File: src/rtl/tbcds_top.sv
// The APB register port and the address map were chosen for this implementation.
`timescale 1ns/100ps
`default_nettype none

package tbcds_pkg;
   localparam logic [2:0] DIV_BY_1 = 3'h1;
   localparam logic [2:0] DIV_BY_2 = 3'h2;
   localparam logic [2:0] DIV_BY_4 = 3'h4;
   localparam logic [2:0] DIV_BY_5 = 3'h5;
   localparam logic [4:0] LOOP_RATIO_LO = 5'h19;
   localparam logic [4:0] LOOP_RATIO_HI = 5'h18;
   localparam logic [7:0] OFS_CTRL = 8'h00;
   localparam logic [7:0] OFS_STATUS = 8'h04;
   localparam logic [7:0] OFS_LOOP_COUNT = 8'h08;
   localparam int CTRL_SOFT_CLEAR_BIT = 0;
   localparam logic CTRL_RESET = 1'h0;
   localparam int STATUS_DEFAULT_BIT = 10;
   localparam int STATUS_CLEAR_BIT = 11;
   localparam int STATUS_GATE_A_BIT = 12;
   localparam int STATUS_GATE_B_BIT = 13;

   typedef struct packed {
      logic [1:0] first_bank_ratio;
      logic [1:0] second_bank_ratio;
      logic loop_ratio_select;
      logic loop_bypass_n;
      logic reference_source_select;
      logic divider_master_clear;
      logic first_bank_output_enable;
      logic second_bank_output_enable;
   } tbcds_straps_t;

   // pin levels when every strap is left unconnected
   localparam tbcds_straps_t STRAP_DEFAULT = 10'h2db;
endpackage : tbcds_pkg

module tbcds_top (
   input wire logic pclk,
   input wire logic presetn,
   input wire logic psel,
   input wire logic penable,
   input wire logic pwrite,
   input wire logic [7:0] paddr,
   input wire logic [31:0] pwdata,
   output logic [31:0] prdata,
   output logic pready,
   output logic pslverr,
   input wire logic first_bank_ratio_bit_lo,
   input wire logic first_bank_ratio_bit_hi,
   input wire logic second_bank_ratio_bit_lo,
   input wire logic second_bank_ratio_bit_hi,
   input wire logic loop_ratio_select,
   input wire logic loop_bypass_n,
   input wire logic reference_source_select,
   input wire logic divider_master_clear,
   input wire logic first_bank_output_enable,
   input wire logic second_bank_output_enable,
   input wire logic resonator_input,
   output logic resonator_drive,
   input wire logic reference_input,
   output logic first_bank_out_true,
   output logic first_bank_out_comp,
   output logic second_bank_out0_true,
   output logic second_bank_out0_comp,
   output logic second_bank_out1_true,
   output logic second_bank_out1_comp
);
   tbcds_pkg::tbcds_straps_t straps;
   logic soft_clear_r;
   logic clear;
   logic ref_level;
   logic ref_prev_r;
   logic ref_edge;
   logic vco_tick;
   logic [4:0] loop_limit;
   logic [4:0] loop_cnt_r;
   logic [4:0] loop_cnt_nxt;
   logic [15:0] loop_events_r;
   logic gate_a;
   logic gate_b;
   logic b_true;
   logic b_comp;
   logic setup_phase;
   logic [31:0] rd_nxt;
   logic err_nxt;
   logic [31:0] prdata_r;
   logic pslverr_r;

   assign straps = '{first_bank_ratio: {first_bank_ratio_bit_hi, first_bank_ratio_bit_lo},
                     second_bank_ratio: {second_bank_ratio_bit_hi, second_bank_ratio_bit_lo},
                     loop_ratio_select: loop_ratio_select,
                     loop_bypass_n: loop_bypass_n,
                     reference_source_select: reference_source_select,
                     divider_master_clear: divider_master_clear,
                     first_bank_output_enable: first_bank_output_enable,
                     second_bank_output_enable: second_bank_output_enable};

   assign clear = straps.divider_master_clear | soft_clear_r;

   assign ref_level = straps.reference_source_select ? resonator_input : reference_input;

   always_ff @(posedge pclk or negedge presetn) begin
      if (!presetn) begin
         ref_prev_r <= 1'b0;
      end else begin
         ref_prev_r <= ref_level;
      end
   end

   // both edges of the reference count, giving half-period ticks
   assign ref_edge = ref_level ^ ref_prev_r;

   // bypass feeds reference edges
   // the loop clock is modelled as pclk toggling: one tick per half period
   assign vco_tick = straps.loop_bypass_n ? 1'b1 : ref_edge;

   // inverting oscillator stage for the resonator
   always_ff @(posedge pclk or negedge presetn) begin
      if (!presetn) begin
         resonator_drive <= 1'b1;
      end else begin
         resonator_drive <= ~resonator_input;
      end
   end

   assign loop_limit = straps.loop_ratio_select ? tbcds_pkg::LOOP_RATIO_HI
                                                : tbcds_pkg::LOOP_RATIO_LO;

   // feedback divider only counts while the loop is in use
   always_comb begin
      loop_cnt_nxt = loop_cnt_r;
      if (clear || !straps.loop_bypass_n) begin
         loop_cnt_nxt = 5'h00;
      end else if (vco_tick) begin
         if (loop_cnt_r >= 5'(loop_limit - 5'h01)) begin
            loop_cnt_nxt = 5'h00;
         end else begin
            loop_cnt_nxt = 5'(loop_cnt_r + 5'h01);
         end
      end
   end

   always_ff @(posedge pclk or negedge presetn) begin
      if (!presetn) begin
         loop_cnt_r <= 5'h00;
      end else begin
         loop_cnt_r <= loop_cnt_nxt;
      end
   end

   always_ff @(posedge pclk or negedge presetn) begin
      if (!presetn) begin
         loop_events_r <= 16'h0000;
      end else if (clear) begin
         loop_events_r <= 16'h0000;
      end else if (straps.loop_bypass_n && vco_tick && loop_cnt_nxt == 5'h00) begin
         loop_events_r <= 16'(loop_events_r + 16'h0001);
      end
   end

   tbcds_bank u_bank_a (
      .pclk(pclk),
      .presetn(presetn),
      .clear(clear),
      .tick(vco_tick),
      .ratio_sel(straps.first_bank_ratio),
      .enable(straps.first_bank_output_enable),
      .out_true(first_bank_out_true),
      .out_comp(first_bank_out_comp),
      .gate_open(gate_a)
   );

   tbcds_bank u_bank_b (
      .pclk(pclk),
      .presetn(presetn),
      .clear(clear),
      .tick(vco_tick),
      .ratio_sel(straps.second_bank_ratio),
      .enable(straps.second_bank_output_enable),
      .out_true(b_true),
      .out_comp(b_comp),
      .gate_open(gate_b)
   );

   assign second_bank_out0_true = b_true;
   assign second_bank_out0_comp = b_comp;
   assign second_bank_out1_true = b_true;
   assign second_bank_out1_comp = b_comp;

   // zero wait state slave: data is staged in the setup cycle
   assign pready = 1'b1;
   assign setup_phase = psel && !penable;
   assign prdata = prdata_r;
   assign pslverr = pslverr_r;

   always_comb begin
      rd_nxt = 32'h0000_0000;
      err_nxt = 1'b0;
      unique case (paddr)
         tbcds_pkg::OFS_CTRL: begin
            rd_nxt[tbcds_pkg::CTRL_SOFT_CLEAR_BIT] = soft_clear_r;
         end
         tbcds_pkg::OFS_STATUS: begin
            rd_nxt[9:0] = straps;
            rd_nxt[tbcds_pkg::STATUS_DEFAULT_BIT] = (straps == tbcds_pkg::STRAP_DEFAULT);
            rd_nxt[tbcds_pkg::STATUS_CLEAR_BIT] = clear;
            rd_nxt[tbcds_pkg::STATUS_GATE_A_BIT] = gate_a;
            rd_nxt[tbcds_pkg::STATUS_GATE_B_BIT] = gate_b;
         end
         tbcds_pkg::OFS_LOOP_COUNT: begin
            rd_nxt[15:0] = loop_events_r;
         end
         default: begin
            err_nxt = 1'b1;
         end
      endcase
   end

   always_ff @(posedge pclk or negedge presetn) begin
      if (!presetn) begin
         prdata_r <= 32'h0000_0000;
         pslverr_r <= 1'b0;
      end else if (setup_phase) begin
         prdata_r <= pwrite ? 32'h0000_0000 : rd_nxt;
         pslverr_r <= err_nxt;
      end
   end

   always_ff @(posedge pclk or negedge presetn) begin
      if (!presetn) begin
         soft_clear_r <= tbcds_pkg::CTRL_RESET;
      end else if (psel && penable && pwrite && paddr == tbcds_pkg::OFS_CTRL) begin
         soft_clear_r <= pwdata[tbcds_pkg::CTRL_SOFT_CLEAR_BIT];
      end
   end

   property p_bypass_tick;
      @(posedge pclk) disable iff (!presetn)
         (!loop_bypass_n && (reference_source_select ? resonator_input : reference_input)
          == ref_prev_r) |-> !vco_tick;
   endproperty
   a_bypass_tick: assert property (p_bypass_tick) else $error("tick without reference edge");

   property p_source_pick;
      @(posedge pclk) disable iff (!presetn)
         (!loop_bypass_n && !reference_source_select && $changed(reference_input)
          && $stable(reference_source_select)) |-> vco_tick;
   endproperty
   a_source_pick: assert property (p_source_pick) else $error("plain input edge missed");

   property p_loop_wrap;
      @(posedge pclk) disable iff (!presetn)
         (loop_bypass_n && !clear && loop_cnt_r == 5'h17 && $stable(loop_ratio_select))
         |=> ($past(loop_ratio_select) ? loop_cnt_r == 5'h00 : loop_cnt_r == 5'h18);
   endproperty
   a_loop_wrap: assert property (p_loop_wrap) else $error("loop ratio wrong");

   property p_clear_outputs;
      @(posedge pclk) disable iff (!presetn)
         divider_master_clear |=> (!first_bank_out_true && first_bank_out_comp
                                   && !second_bank_out1_true && second_bank_out1_comp);
   endproperty
   a_clear_outputs: assert property (p_clear_outputs) else $error("outputs not parked");

   property p_pairs_match;
      @(posedge pclk) disable iff (!presetn)
         second_bank_out0_true == second_bank_out1_true
         && second_bank_out0_comp == !second_bank_out0_true;
   endproperty
   a_pairs_match: assert property (p_pairs_match) else $error("second bank pairs differ");

   property p_runs;
      @(posedge pclk) disable iff (!presetn)
         (!clear && loop_bypass_n && first_bank_output_enable && gate_a
          && first_bank_ratio_bit_hi == 1'b0 && first_bank_ratio_bit_lo == 1'b0)[*2]
         |=> $changed(first_bank_out_true);
   endproperty
   a_runs: assert property (p_runs) else $error("first bank not toggling");

   property p_slverr;
      @(posedge pclk) disable iff (!presetn)
         (psel && !penable && paddr == 8'h0c) |=> pslverr;
   endproperty
   a_slverr: assert property (p_slverr) else $error("unmapped address accepted");

   property p_b_disabled;
      @(posedge pclk) disable iff (!presetn)
         (!gate_b) |-> (!second_bank_out0_true && second_bank_out0_comp);
   endproperty
   a_b_disabled: assert property (p_b_disabled) else $error("closed bank toggles");

   // first edge after reset compares against a cleared history register
   property p_res_pick;
      @(posedge pclk) disable iff (!presetn)
         (!loop_bypass_n && reference_source_select && $changed(resonator_input)
          && $stable(reference_source_select) && $past(presetn)) |-> vco_tick;
   endproperty
   a_res_pick: assert property (p_res_pick) else $error("resonator edge lost");

   property p_soft_clear;
      @(posedge pclk) disable iff (!presetn)
         soft_clear_r |=> (!first_bank_out_true && first_bank_out_comp
                           && !second_bank_out0_true && second_bank_out0_comp);
   endproperty
   a_soft_clear: assert property (p_soft_clear) else $error("soft clear ignored");

   property p_a_closed;
      @(posedge pclk) disable iff (!presetn)
         (!gate_a) |-> (!first_bank_out_true && first_bank_out_comp);
   endproperty
   a_a_closed: assert property (p_a_closed) else $error("closed bank a toggles");

   property p_loop_clear;
      @(posedge pclk) disable iff (!presetn)
         clear |=> (loop_events_r == 16'h0000 && loop_cnt_r == 5'h00);
   endproperty
   a_loop_clear: assert property (p_loop_clear) else $error("loop count kept");

   property p_byp_idle;
      @(posedge pclk) disable iff (!presetn)
         !loop_bypass_n |=> loop_cnt_r == 5'h00;
   endproperty
   a_byp_idle: assert property (p_byp_idle) else $error("loop ran in bypass");

   property p_drive_inv;
      @(posedge pclk) disable iff (!presetn)
         $past(presetn) |-> resonator_drive == !$past(resonator_input);
   endproperty
   a_drive_inv: assert property (p_drive_inv) else $error("drive not inverted");

endmodule // tbcds_top

`default_nettype wire
File: src/rtl/tbcds_bank.sv
`timescale 1ns/100ps
`default_nettype none

module tbcds_bank (
   input wire logic pclk,
   input wire logic presetn,
   input wire logic clear,
   input wire logic tick,
   input wire logic [1:0] ratio_sel,
   input wire logic enable,
   output logic out_true,
   output logic out_comp,
   output logic gate_open
);
   logic [2:0] ratio;
   logic [2:0] half_cnt_r;
   logic [2:0] half_cnt_nxt;
   logic raw_r;
   logic raw_nxt;
   logic gate_r;
   logic gate_nxt;

   always_comb begin
      unique case (ratio_sel)
         2'b00: ratio = tbcds_pkg::DIV_BY_1;
         2'b01: ratio = tbcds_pkg::DIV_BY_2;
         2'b10: ratio = tbcds_pkg::DIV_BY_4;
         2'b11: ratio = tbcds_pkg::DIV_BY_5;
      endcase
   end

   // half-period counting
   // toggling every ratio half-periods keeps odd ratios at 50 percent
   always_comb begin
      half_cnt_nxt = half_cnt_r;
      raw_nxt = raw_r;
      if (clear) begin
         half_cnt_nxt = 3'h0;
         raw_nxt = 1'b0;
      end else if (tick) begin
         if (half_cnt_r >= 3'(ratio - 3'h1)) begin
            half_cnt_nxt = 3'h0;
            raw_nxt = ~raw_r;
         end else begin
            half_cnt_nxt = 3'(half_cnt_r + 3'h1);
         end
      end
   end

   assign gate_nxt = raw_nxt ? gate_r : enable;

   always_ff @(posedge pclk or negedge presetn) begin
      if (!presetn) begin
         half_cnt_r <= 3'h0;
         raw_r <= 1'b0;
      end else begin
         half_cnt_r <= half_cnt_nxt;
         raw_r <= raw_nxt;
      end
   end

   always_ff @(posedge pclk or negedge presetn) begin
      if (!presetn) begin
         gate_r <= 1'b0;
      end else begin
         gate_r <= gate_nxt;
      end
   end

   always_ff @(posedge pclk or negedge presetn) begin
      if (!presetn) begin
         out_true <= 1'b0;
         out_comp <= 1'b1;
      end else begin
         out_true <= raw_nxt & gate_nxt;
         out_comp <= ~(raw_nxt & gate_nxt);
      end
   end

   assign gate_open = gate_r;

   property p_gate_low_only;
      @(posedge pclk) disable iff (!presetn)
         $changed(gate_r) |-> !raw_r;
   endproperty
   a_gate_low_only: assert property (p_gate_low_only) else $error("gate moved while high");

   property p_div_one;
      @(posedge pclk) disable iff (!presetn)
         (ratio_sel == 2'b00 && tick && !clear) |=> raw_r != $past(raw_r);
   endproperty
   a_div_one: assert property (p_div_one) else $error("divide by 1 missed toggle");

   property p_div_five;
      @(posedge pclk) disable iff (!presetn)
         (ratio_sel == 2'b11 && !clear && tick && half_cnt_r == 3'h3) |=> !$changed(raw_r);
   endproperty
   a_div_five: assert property (p_div_five) else $error("divide by 5 toggled early");

   property p_clear_hold;
      @(posedge pclk) disable iff (!presetn)
         clear |=> (half_cnt_r == 3'h0 && !raw_r && !out_true && out_comp);
   endproperty
   a_clear_hold: assert property (p_clear_hold) else $error("divider not held");

   property p_enabled_follow;
      @(posedge pclk) disable iff (!presetn)
         gate_r && $stable(gate_r) |-> out_true == raw_r;
   endproperty
   a_enabled_follow: assert property (p_enabled_follow) else $error("open gate hides clock");

endmodule // tbcds_bank

`default_nettype wire

File: config.mk
export PLATFORM = sky130hd
export DESIGN_NAME = tbcds_top
export DESIGN_NICKNAME = d
export VERILOG_FILES = /design/src/rtl/tbcds_top.sv /design/src/rtl/tbcds_bank.sv
export SDC_FILE = /design/constraint.sdc
export NUM_CORES = 1
export LEC_CHECK = 0
export BUFFER_PORTS_ARGS = -buffer_cell sky130_fd_sc_hd__buf_2
export CAP_MARGIN = 10
export CORE_MARGIN = 2
export CORE_UTILIZATION = 40
export CTS_BUF_LIST = sky130_fd_sc_hd__clkbuf_16
export CTS_CLUSTER_SIZE = 40
export DETAILED_ROUTE_END_ITERATION = 8
export GPL_TIMING_DRIVEN = 0
export PLACE_DENSITY = 0.72
export SLEW_MARGIN = 0
export SYNTH_ARGS = -nofsm -noshare
export SYNTH_HDL_FRONTEND = slang
export SYNTH_SLANG_ARGS = --single-unit
File: constraint.sdc
create_clock -name pclk -period 1.9 [get_ports pclk]
set_input_delay 0.095 -clock pclk [delete_from_list [all_inputs] [get_ports pclk]]
set_output_delay 0.095 -clock pclk [all_outputs]
set_load 0.005 [all_outputs]
==> results of run 1 <==
[cell type report]
cell class | count | area, µm² | area share (%)
clock inverter | 3 | 20.02 | 0.5017
timing repair buffer | 64 | 386.6 | 9.690
multi-input combinational | 235 | 1672 | 41.89
buffer | 30 | 202.7 | 5.080
tap | 102 | 127.6 | 3.198
sequential | 55 | 1381 | 34.62
clock buffer | 5 | 125.1 | 3.136
inverter | 20 | 75.07 | 1.881
[worst max-delay path: cells and delay by family, from the launching register on]
family / cells / cell delay, ns
AO/OA/AOI/OAI: 5 / 0.84
flip-flops: 1 / 0.44
buffers and inverters: 3 / 0.44
AND/OR/NAND/NOR: 1 / 0.44
[how the worst min path moves through the flow]
| stage | start | slack [ns] | end |
|---|---|---|---|
| after global routing | pwdata[0] | 0.06 | soft_clear_r$_DFFE_PN0P_ |
| after detailed placement | resonator_input | 0.25 | resonator_drive$_DFF_PN1_ |
| final | pwdata[0] | 0.05 | soft_clear_r$_DFFE_PN0P_ |
| after floorplan | presetn | -0.20 | loop_cnt_r[0]$_DFF_PN0_ |
| after CTS | pwdata[0] | 0.05 | soft_clear_r$_DFFE_PN0P_ |
| after global placement | resonator_input | 0.25 | resonator_drive$_DFF_PN1_ |
[metrics by stage]
| stage | instance area [µm²] | setup TNS [ns] | total power [µW] | std cells |
|---|---|---|---|---|
| after floorplan | 3188 | -1.851 | 1557 | 341 |
| after CTS | 3867 | -3.163 | 2712 | 512 |
| after global routing | 3990 | -5.360 | 2877 | 514 |
| final | 3990 | -3.825 | 2746 | 514 |
| after detailed placement | 3561 | -5.649 | 1708 | 492 |
| after global placement | 3561 | -4.437 | 1693 | 492 |
[layout by cell type (no fill, tap or decap), types with 5 or more instances in the layout]
master	n
o31ai_1	8
clkbuf_16	5
a21oi_1	13
nand3_1	7
clkbuf_1	8
mux2i_1	5
o21ai_0	23
a21oi_2	10
buf_6	5
or4_1	6
buf_4	28
nand3b_1	6
nand2_1	28
buf_2	49
a22oi_1	12
dfrtp_1	51
inv_1	18
nand4_1	6
or3_1	8
ha_1	17
nor2_1	14
conb_1	17
[kinds of logic (layout without fill, tap and decap cells)]
| family | count (synthesis) | after routing | share of synthesized area [%] |
|---|---|---|---|
| other | 2 | 17 | 0.2419 |
| buffers and inverters | 51 | 122 | 8.746 |
| and+or+nand+nor | 104 | 104 | 18.02 |
| muxes | 9 | 9 | 3.184 |
| adders and majority gates | 19 | 19 | 7.658 |
| DFF | 55 | 55 | 44.46 |
| AOI/OAI and AO/OA | 82 | 82 | 16.57 |
| xor gates and xnor gates | 4 | 4 | 1.129 |
[registers in the layout, summed over array words and instances, names as in the netlist, 3 cells and up]
register,cells
loop_cnt_r,5
prdata,16
u_bank_b.half_cnt_r,3
loop_events_r,16
u_bank_a.half_cnt_r,3
[cells in the mapped netlist (all sizes together), types with 4 or more instances]
cell type,count
a21oi,23
a22oi,12
buf,21
clkbuf,10
dfrtp,52
ha,19
inv,20
mux2,4
mux2i,5
nand2,28
nand2b,4
nand3,7
nand3b,6
nand4,6
nor2,14
nor2b,6
nor3,4
o21ai,27
o31ai,10
or3,9
or4,8
[power by group through the flow]
stage          logic, µW  clock network, µW  registers, µW
3_3_place_gp         407                  0           1290
3_5_place_dp         420                  0           1290
4_1_cts              523                923           1270
5_1_grt              625                977           1280
2_1_floorplan        278                  0           1280
6_report             562                914           1270
[layer usage]
| layer | vias up | part of all wire (%) | track usage (%) |
|---|---|---|---|
| met5 | - | 0 | 0 |
| li1 | 1296 | - | - |
| met3 | 14 | 6.9 | 3.451 |
| met2 | 134 | 52 | 32.84 |
| met4 | 0 | 1.7 | 6.343 |
| met1 | 1346 | 40 | 23.59 |
[timing repair]
action                                 CTS  global route
endpoints found under the hold margin    1            22
hold buffers                             1             1
setup endpoints to repair               18            30
pin swaps                               10            10
gates resized for setup                 13            22
setup buffers                           12             0
cloned                                   0             0
==> results.cfg, run 1 <==
[finish]
drive_gt1_share_pct = 32.28
fin_util_pct = 52.45
areaGrowthSynthToFinish_pct = 28.54
nets = 487
n_antenna_cell = 0
fill_cells = 687

[floorplan]
num_rows = 32
die_h_um = 92.10
pin_count = 98
die_area_um2 = 8481
coreArea_um2 = 7607
die_width_um = 92.10
start_util_pct = 40.81

[status]
status = complete, but fails checks
violations = negative setup slack

[cts]
clock-sinks = 55
cts_root_buf = clkbuf_16
cts_buffer_depth = 2
cts.reportedPaths.clkPinSlew_ns = 0.07
clkLatencyLatePin_ns = 0.29
cts_buffers = 5
cts_tree = yes
cts_max_level = 2

[global_routing]
grt_use_total_pct = 18.87
grt_max_degree = 56
overflow = 0
grt_antenna_before_repair = 0
grt_pass1_wl_um = 12830
grt_pass1_vias = 2683

[detailed_routing]
initialDrtViolationCount = 269
post_drt_wl_per_cell_um = 15.52
drc_errors = 0
wirelength_um = 7978
firstDrtPassIters = 6
routed_via_density = 5.428
vias = 2790
ant_nets = 0

[sta]
fmax_mhz = 449.9
drv_slew = 0
maxSlewHeadroom_pct = 58.65
tightestPinTransition_ns = 0.6202
timing.hold.ws_ns = 0.04989
finalSetupViolations = 18
fin_skew_ns = 0.003208
hold_violations = 0
fin_crit_sh_pct = 117.0
setup_ws_ns = -0.3229
rsz0062_at_grt = true
final.min_clock_period_ns = 2.223

[critical_path]
path_cells = buf_6 > a211oi_4 > o2111ai_4 > o31ai_4 > a31oi_2 > buf_6 > buf_6 > or4_1 > a21oi_2
endpoint = loop_events_r[14]$_DFFE_PN0P_
required_ns = 2.12
cp_common_cell = buf_6
cp_max_fo = 6
critPathLaunch = loop_cnt_r[1]$_DFF_PN0_
critPathSlowestCell = dfrtp_1
end_kind = flop
rrSetupSlack_ns = -0.32
r2r_cells = 9
rr_startpoint = loop_cnt_r[1]$_DFF_PN0_
crit_path_start_kind = flop
arrival_ns = 2.44
critPathKind = flop to flop
critical_path.max_stage_delay_ns = 0.44
timing.rr.end = loop_events_r[14]$_DFFE_PN0P_

[power_and_ir_drop]
ir_drop_uv = 345.7
clockPowerShare_pct = 33.3
p_seq_share_pct = 46.2
swShare_pct = 27.36
p_leak_uw = 0.001841
comb_power_share_pct = 20.5
p_switching_uw = 751.1
p_per_area_nw_per_um2 = 688.2
p_int_uw = 1995

[yosys]
synth.avg_cell_area_um2 = 9.522
async_flop_share_pct = 100.0
synth_ff_type = dfrtp_1
synth_area_leaders = dfrtp_1 (42%), ha_1 (7.7%), buf_4 (4.6%)
ys_ff_latch = 55
synth.distinct_cells = 45
syn-cell-area_um2 = 3104
yosysTopAreaCellShare_pct = 41.92
netlist_instances = 326
synth_edf_count = 0
synth_top_area_cell = dfrtp_1
yosys_warnings = 0
yosysSeqAreaShare_pct = 44.46

[place]
place_congestion = 0.8371
hpwl_um = 5307
placement.io_buffers = 49
place_ws_ns = -0.3420

[flow_run]
cap_violations = 0

[hold_path]
holdCritPathClass = input port to flop
hold_path_depth = 2
(Power assumes the default switching activity.)
==> inputs of run 2 (changes only) <==
- ABC_CLOCK_PERIOD_IN_PS: default -> 1900
- PLACE_DENSITY: 0.72 -> 0.68
==> results.cfg, run 2 (synthesis results as in run 1) <==
[detailed_routing]
wirelength_um = 8067
drc_errors = 0
routed_via_density = 5.374
vias = 2773
post_drt_wl_per_cell_um = 15.63
firstDrtPassIters = 4
ant_nets = 0
initialDrtViolationCount = 223

[global_routing]
overflow = 0
grt_pass1_wl_um = 12780
grt_antenna_before_repair = 0
grt_max_degree = 56
grt_pass1_vias = 2622
grt_use_total_pct = 18.83

[finish]
fin_util_pct = 54.08
areaGrowthSynthToFinish_pct = 32.53
postLayoutCellArea_um2 = 4114
layout_common_cells = dfrtp_1 (52), buf_2 (48), buf_4 (31)
n_antenna_cell = 0
nets = 489
drive_gt1_share_pct = 35.02
layout_commonest_cell = dfrtp_1

[cts]
cts_tree = yes
cts.reportedPaths.clkPinSlew_ns = 0.08
cts_buffer_depth = 2
clock-sinks = 55
cts_buffers = 5
cts_root_buf = clkbuf_16
clkLatencyLatePin_ns = 0.30
cts_max_level = 2

[sta]
fmax_mhz = 472.1
maxSlewHeadroom_pct = 50.06
rsz0062_at_grt = true
setup_ws_ns = -0.2180
drv_slew = 0
fin_skew_ns = 0.006528
finalSetupViolations = 18
fin_crit_sh_pct = 111.5
timing.hold.ws_ns = 0.03183
final.min_clock_period_ns = 2.118
tightestPinTransition_ns = 0.7491
hold_violations = 0

[floorplan]
coreArea_um2 = 7607
die_width_um = 92.10
num_rows = 32
die_area_um2 = 8481
pin_count = 98
start_util_pct = 40.81
die_h_um = 92.10

[critical_path]
rrSetupSlack_ns = -0.22
cp_max_fo = 5
critPathSlowestCell = or4b_1
required_ns = 2.12
path_cells = ha_4 > nor2b_4 > buf_4 > nand4_1 > o31ai_4 > a31oi_4 > buf_6 > or4b_1 > a21oi_1
arrival_ns = 2.34
critical_path.max_stage_delay_ns = 0.46
critPathKind = flop to flop
crit_path_start_kind = flop
end_kind = flop

[power_and_ir_drop]
ir_drop_uv = 331.1
p_leak_uw = 0.001886
p_switching_uw = 793.5
p_per_area_nw_per_um2 = 686.9
p_int_uw = 2033
swShare_pct = 28.08
p_seq_share_pct = 44.9
comb_power_share_pct = 21.8
clockPowerShare_pct = 33.3

[place]
place_ws_ns = -0.3338
placement.io_buffers = 49
hpwl_um = 5392
place_congestion = 0.8349
placed_area_um2 = 3561

[status]
status = complete, but fails checks
violations = negative setup slack

[flow_run]
cap_violations = 0

[hold_path]
holdCritPathClass = input port to flop
-- run 2: cell types whose count changed in the layout (fill, tap and decap cells not counted), sizes merged --
cell,before,now
buf,83,85
clkinvlp,1,0
inv,20,21
-- run 2: power groups by stage --
| stage | clock network, µW | logic, µW | registers (µW) |
|---|---|---|---|
| after global routing | 1000 | 678 | 1270 |
| final | 942 | 616 | 1270 |
| after global placement | 0 | 410 | 1290 |
| after CTS | 958 | 505 | 1260 |
| after detailed placement | 0 | 423 | 1290 |
| after floorplan | 0 | 278 | 1280 |
-- run 2: metal layers --
metal / part of all wire, % / track usage (%)
met2: 51 / 31.86
met4: 2.2 / 6.592
met3: 5.9 / 3.040
met5: 0 / 0
met1: 41 / 24.47
-- run 2: final timing paths --
path                                                    from                                  to  cells after the start
worst max-delay path                 loop_cnt_r[0]$_DFF_PN0_        loop_events_r[9]$_DFFE_PN0P_                      9
worst max register to register       loop_cnt_r[0]$_DFF_PN0_        loop_events_r[9]$_DFFE_PN0P_                      9
max in group asynchronous                            presetn       loop_events_r[11]$_DFFE_PN0P_                      2
min in group asynchronous                            presetn  u_bank_a.half_cnt_r[1]$_DFFE_PN0P_                      2
worst min register to register  u_bank_b.gate_open$_DFF_PN0_         u_bank_b.out_comp$_DFF_PN1_                      1
worst min-delay path                               pwdata[0]            soft_clear_r$_DFFE_PN0P_                      2
-- run 2: final cells by class --
| class | instances | area, µm² |
|---|---|---|
| Buffer | 30 | 206.4 |
| Clock buffer | 5 | 125.1 |
| Clock inverter | 3 | 22.52 |
| Fill cell | 688 | 3493 |
| Inverter | 20 | 75.07 |
| Multi-Input combinational cell | 235 | 1764 |
| Sequential cell | 55 | 1380 |
| Tap cell | 102 | 127.6 |
| Timing Repair Buffer | 66 | 412.9 |
-- run 2: timing repair --
| action | 4_1_cts | 5_1_grt |
|---|---|---|
| pin swaps | 6 | 9 |
| hold buffers | 1 | 1 |
| setup buffers | 8 | 5 |
| resized for setup | 12 | 40 |
| endpoints found under the hold margin | 1 | 52 |
| setup endpoints to repair | 18 | 32 |
| gates cloned | 0 | 2 |
-- run 2: through the flow --
step                std cells  total power, µW  setup TNS [ns]
floorplan                 341             1557          -1.851
detailed placement        492             1709          -5.945
global route              516             2954          -4.671
CTS                       508             2727          -2.567
global placement          492             1695          -4.827
finish                    516             2826          -2.883
-- run 2: worst max-delay path: cells and delay by family, from the launching register on --
family,cells,cell delay [ns]
AO/OA/AOI/OAI,3,0.32
adder cells (fa/ha/maj),1,0.25
buffers and inverters,2,0.28
flip-flops,1,0.44
AND/OR/NAND/NOR,3,0.74
==> inputs of run 3 (changes only) <==
- ABC_CLOCK_PERIOD_IN_PS: 1900 -> 2000
- CAP_MARGIN: 10 -> 20
- PLACE_DENSITY: 0.68 -> 0.65
- clock period: 1.9 -> 2 ns (I/O delays scaled with it)
==> results.cfg, run 3 (synthesis results as in run 1) <==
[cts]
cts_tree = yes
clkLatencyLatePin_ns = 0.30
cts.reportedPaths.clkPinSlew_ns = 0.07
cts_max_level = 2
cts_root_buf = clkbuf_16
clock-sinks = 55
cts_buffer_depth = 2
cts_buffers = 5

[critical_path]
crit_path_start_kind = flop
timing.rr.end = loop_events_r[7]$_DFFE_PN0P_
cp_max_fo = 6
rrSetupSlack_ns = -0.18
endpoint = loop_events_r[7]$_DFFE_PN0P_
critPathLaunch = loop_cnt_r[1]$_DFF_PN0_
required_ns = 2.22
end_kind = flop
rr_startpoint = loop_cnt_r[1]$_DFF_PN0_
r2r_cells = 8
arrival_ns = 2.40
critPathKind = flop to flop

[detailed_routing]
wirelength_um = 7718
drc_errors = 0
initialDrtViolationCount = 202
routed_via_density = 5.156
ant_nets = 0
firstDrtPassIters = 4
vias = 2650
post_drt_wl_per_cell_um = 15.02

[sta]
finalSetupViolations = 16
timing.hold.ws_ns = 0.04770
hold_violations = 0
rsz0062_at_grt = true
tightestPinTransition_ns = 0.6069
setup_ws_ns = -0.1775
fin_skew_ns = 0.007792
fin_crit_sh_pct = 108.9
drv_slew = 0
maxSlewHeadroom_pct = 59.54
final.min_clock_period_ns = 2.177
fmax_mhz = 459.2

[global_routing]
grt_use_total_pct = 18.70
grt_pass1_wl_um = 12630
grt_antenna_before_repair = 0
grt_max_degree = 30
grt_pass1_vias = 2591
overflow = 0

[floorplan]
pin_count = 98
num_rows = 32
die_area_um2 = 8481
die_width_um = 92.10
start_util_pct = 40.81
die_h_um = 92.10
coreArea_um2 = 7607

[finish]
fill_cells = 693
layout_common_cells = dfrtp_1 (51), buf_2 (50), nand2_1 (28), buf_4 (28), o21ai_0 (24)
postLayoutCellArea_um2 = 4051
drive_gt1_share_pct = 31.07
n_antenna_cell = 0
fin_util_pct = 53.26
nets = 487
areaGrowthSynthToFinish_pct = 30.51
layout_commonest_cell = dfrtp_1

[hold_path]
hold_path_startpoint = pwdata[0]
holdCritPathClass = input port to flop

[place]
hpwl_um = 5366
placement.io_buffers = 49
place_congestion = 0.8126
placed_area_um2 = 3566

[status]
violations = negative setup slack
status = complete, but fails checks

[power_and_ir_drop]
swShare_pct = 24.73
clockPowerShare_pct = 38.9
p_leak_uw = 0.001879
p_seq_share_pct = 42.1
total_power_uw = 2860
ir_drop_uv = 305.5
p_switching_uw = 707.2
comb_power_share_pct = 19.0
p_per_area_nw_per_um2 = 705.9
p_int_uw = 2153

[flow_run]
cap_violations = 0
[run 3: stage by stage]
step                      cells  setup slack, ns  setup TNS [ns]
final                       514          -0.1775          -1.825
after global routing        514          -0.2488          -3.094
after CTS                   512          -0.1257         -0.9898
after detailed placement    493          -0.3780          -4.901
after global placement      492          -0.3454          -3.900
after floorplan             341         -0.08842         -0.3901
[run 3: cell type report]
cell class / instances / area, µm² / area share [%]
clock buffers: 5 / 125.1 / 3.088
clock inverters: 3 / 63.81 / 1.575
well taps: 102 / 127.6 / 3.150
multi-input cells: 235 / 1675 / 41.35
plain buffers: 30 / 206.4 / 5.096
inverters: 20 / 75.07 / 1.853
flip-flops and latches: 55 / 1381 / 34.09
repair buffers: 64 / 396.6 / 9.790
[run 3: worst max-delay path, cell delays in order (launching register included)]
cell	delay, ns
dfrtp_1	0.43
buf_6	0.16
a211oi_4	0.24
o2111ai_2	0.15
o31ai_4	0.29
a31oi_4	0.07
buf_6	0.16
or4_4	0.48
a21oi_2	0.12
[run 3: per-layer routing]
layer  share of wire [%]  GRT usage, %  vias to the layer above
met5                   0             0                        -
met4                 2.4         6.592                        0
met3                 4.9         2.629                       12
met2                  50         32.35                       75
met1                  43         23.92                     1268
li1                    -             -                     1295
[run 3: power by group through the flow]
stage	Combinational [µW]	Clock, µW	Sequential, µW
5_1_grt	601	1170	1210
3_5_place_dp	394	0	1220
6_report	544	1110	1200
3_3_place_gp	378	0	1220
4_1_cts	491	1120	1200
2_1_floorplan	252	0	1210
[run 3: worst min-delay path by stage]
stage,cells after the start,end
floorplan,0,loop_cnt_r[0]$_DFF_PN0_
global placement,2,resonator_drive$_DFF_PN1_
detailed placement,1,u_bank_a.half_cnt_r[0]$_DFFE_PN0P_
CTS,2,soft_clear_r$_DFFE_PN0P_
global route,2,soft_clear_r$_DFFE_PN0P_
finish,2,soft_clear_r$_DFFE_PN0P_
[run 3: what timing repair did]
item | in CTS | in global routing
resized for setup | 20 | 16
pin swaps | 10 | 5
endpoints found under the setup margin | 19 | 23
hold buffers | 2 | 0
cloned | 2 | 0
setup buffers | 8 | 2
hold endpoints to repair | 24 | 0
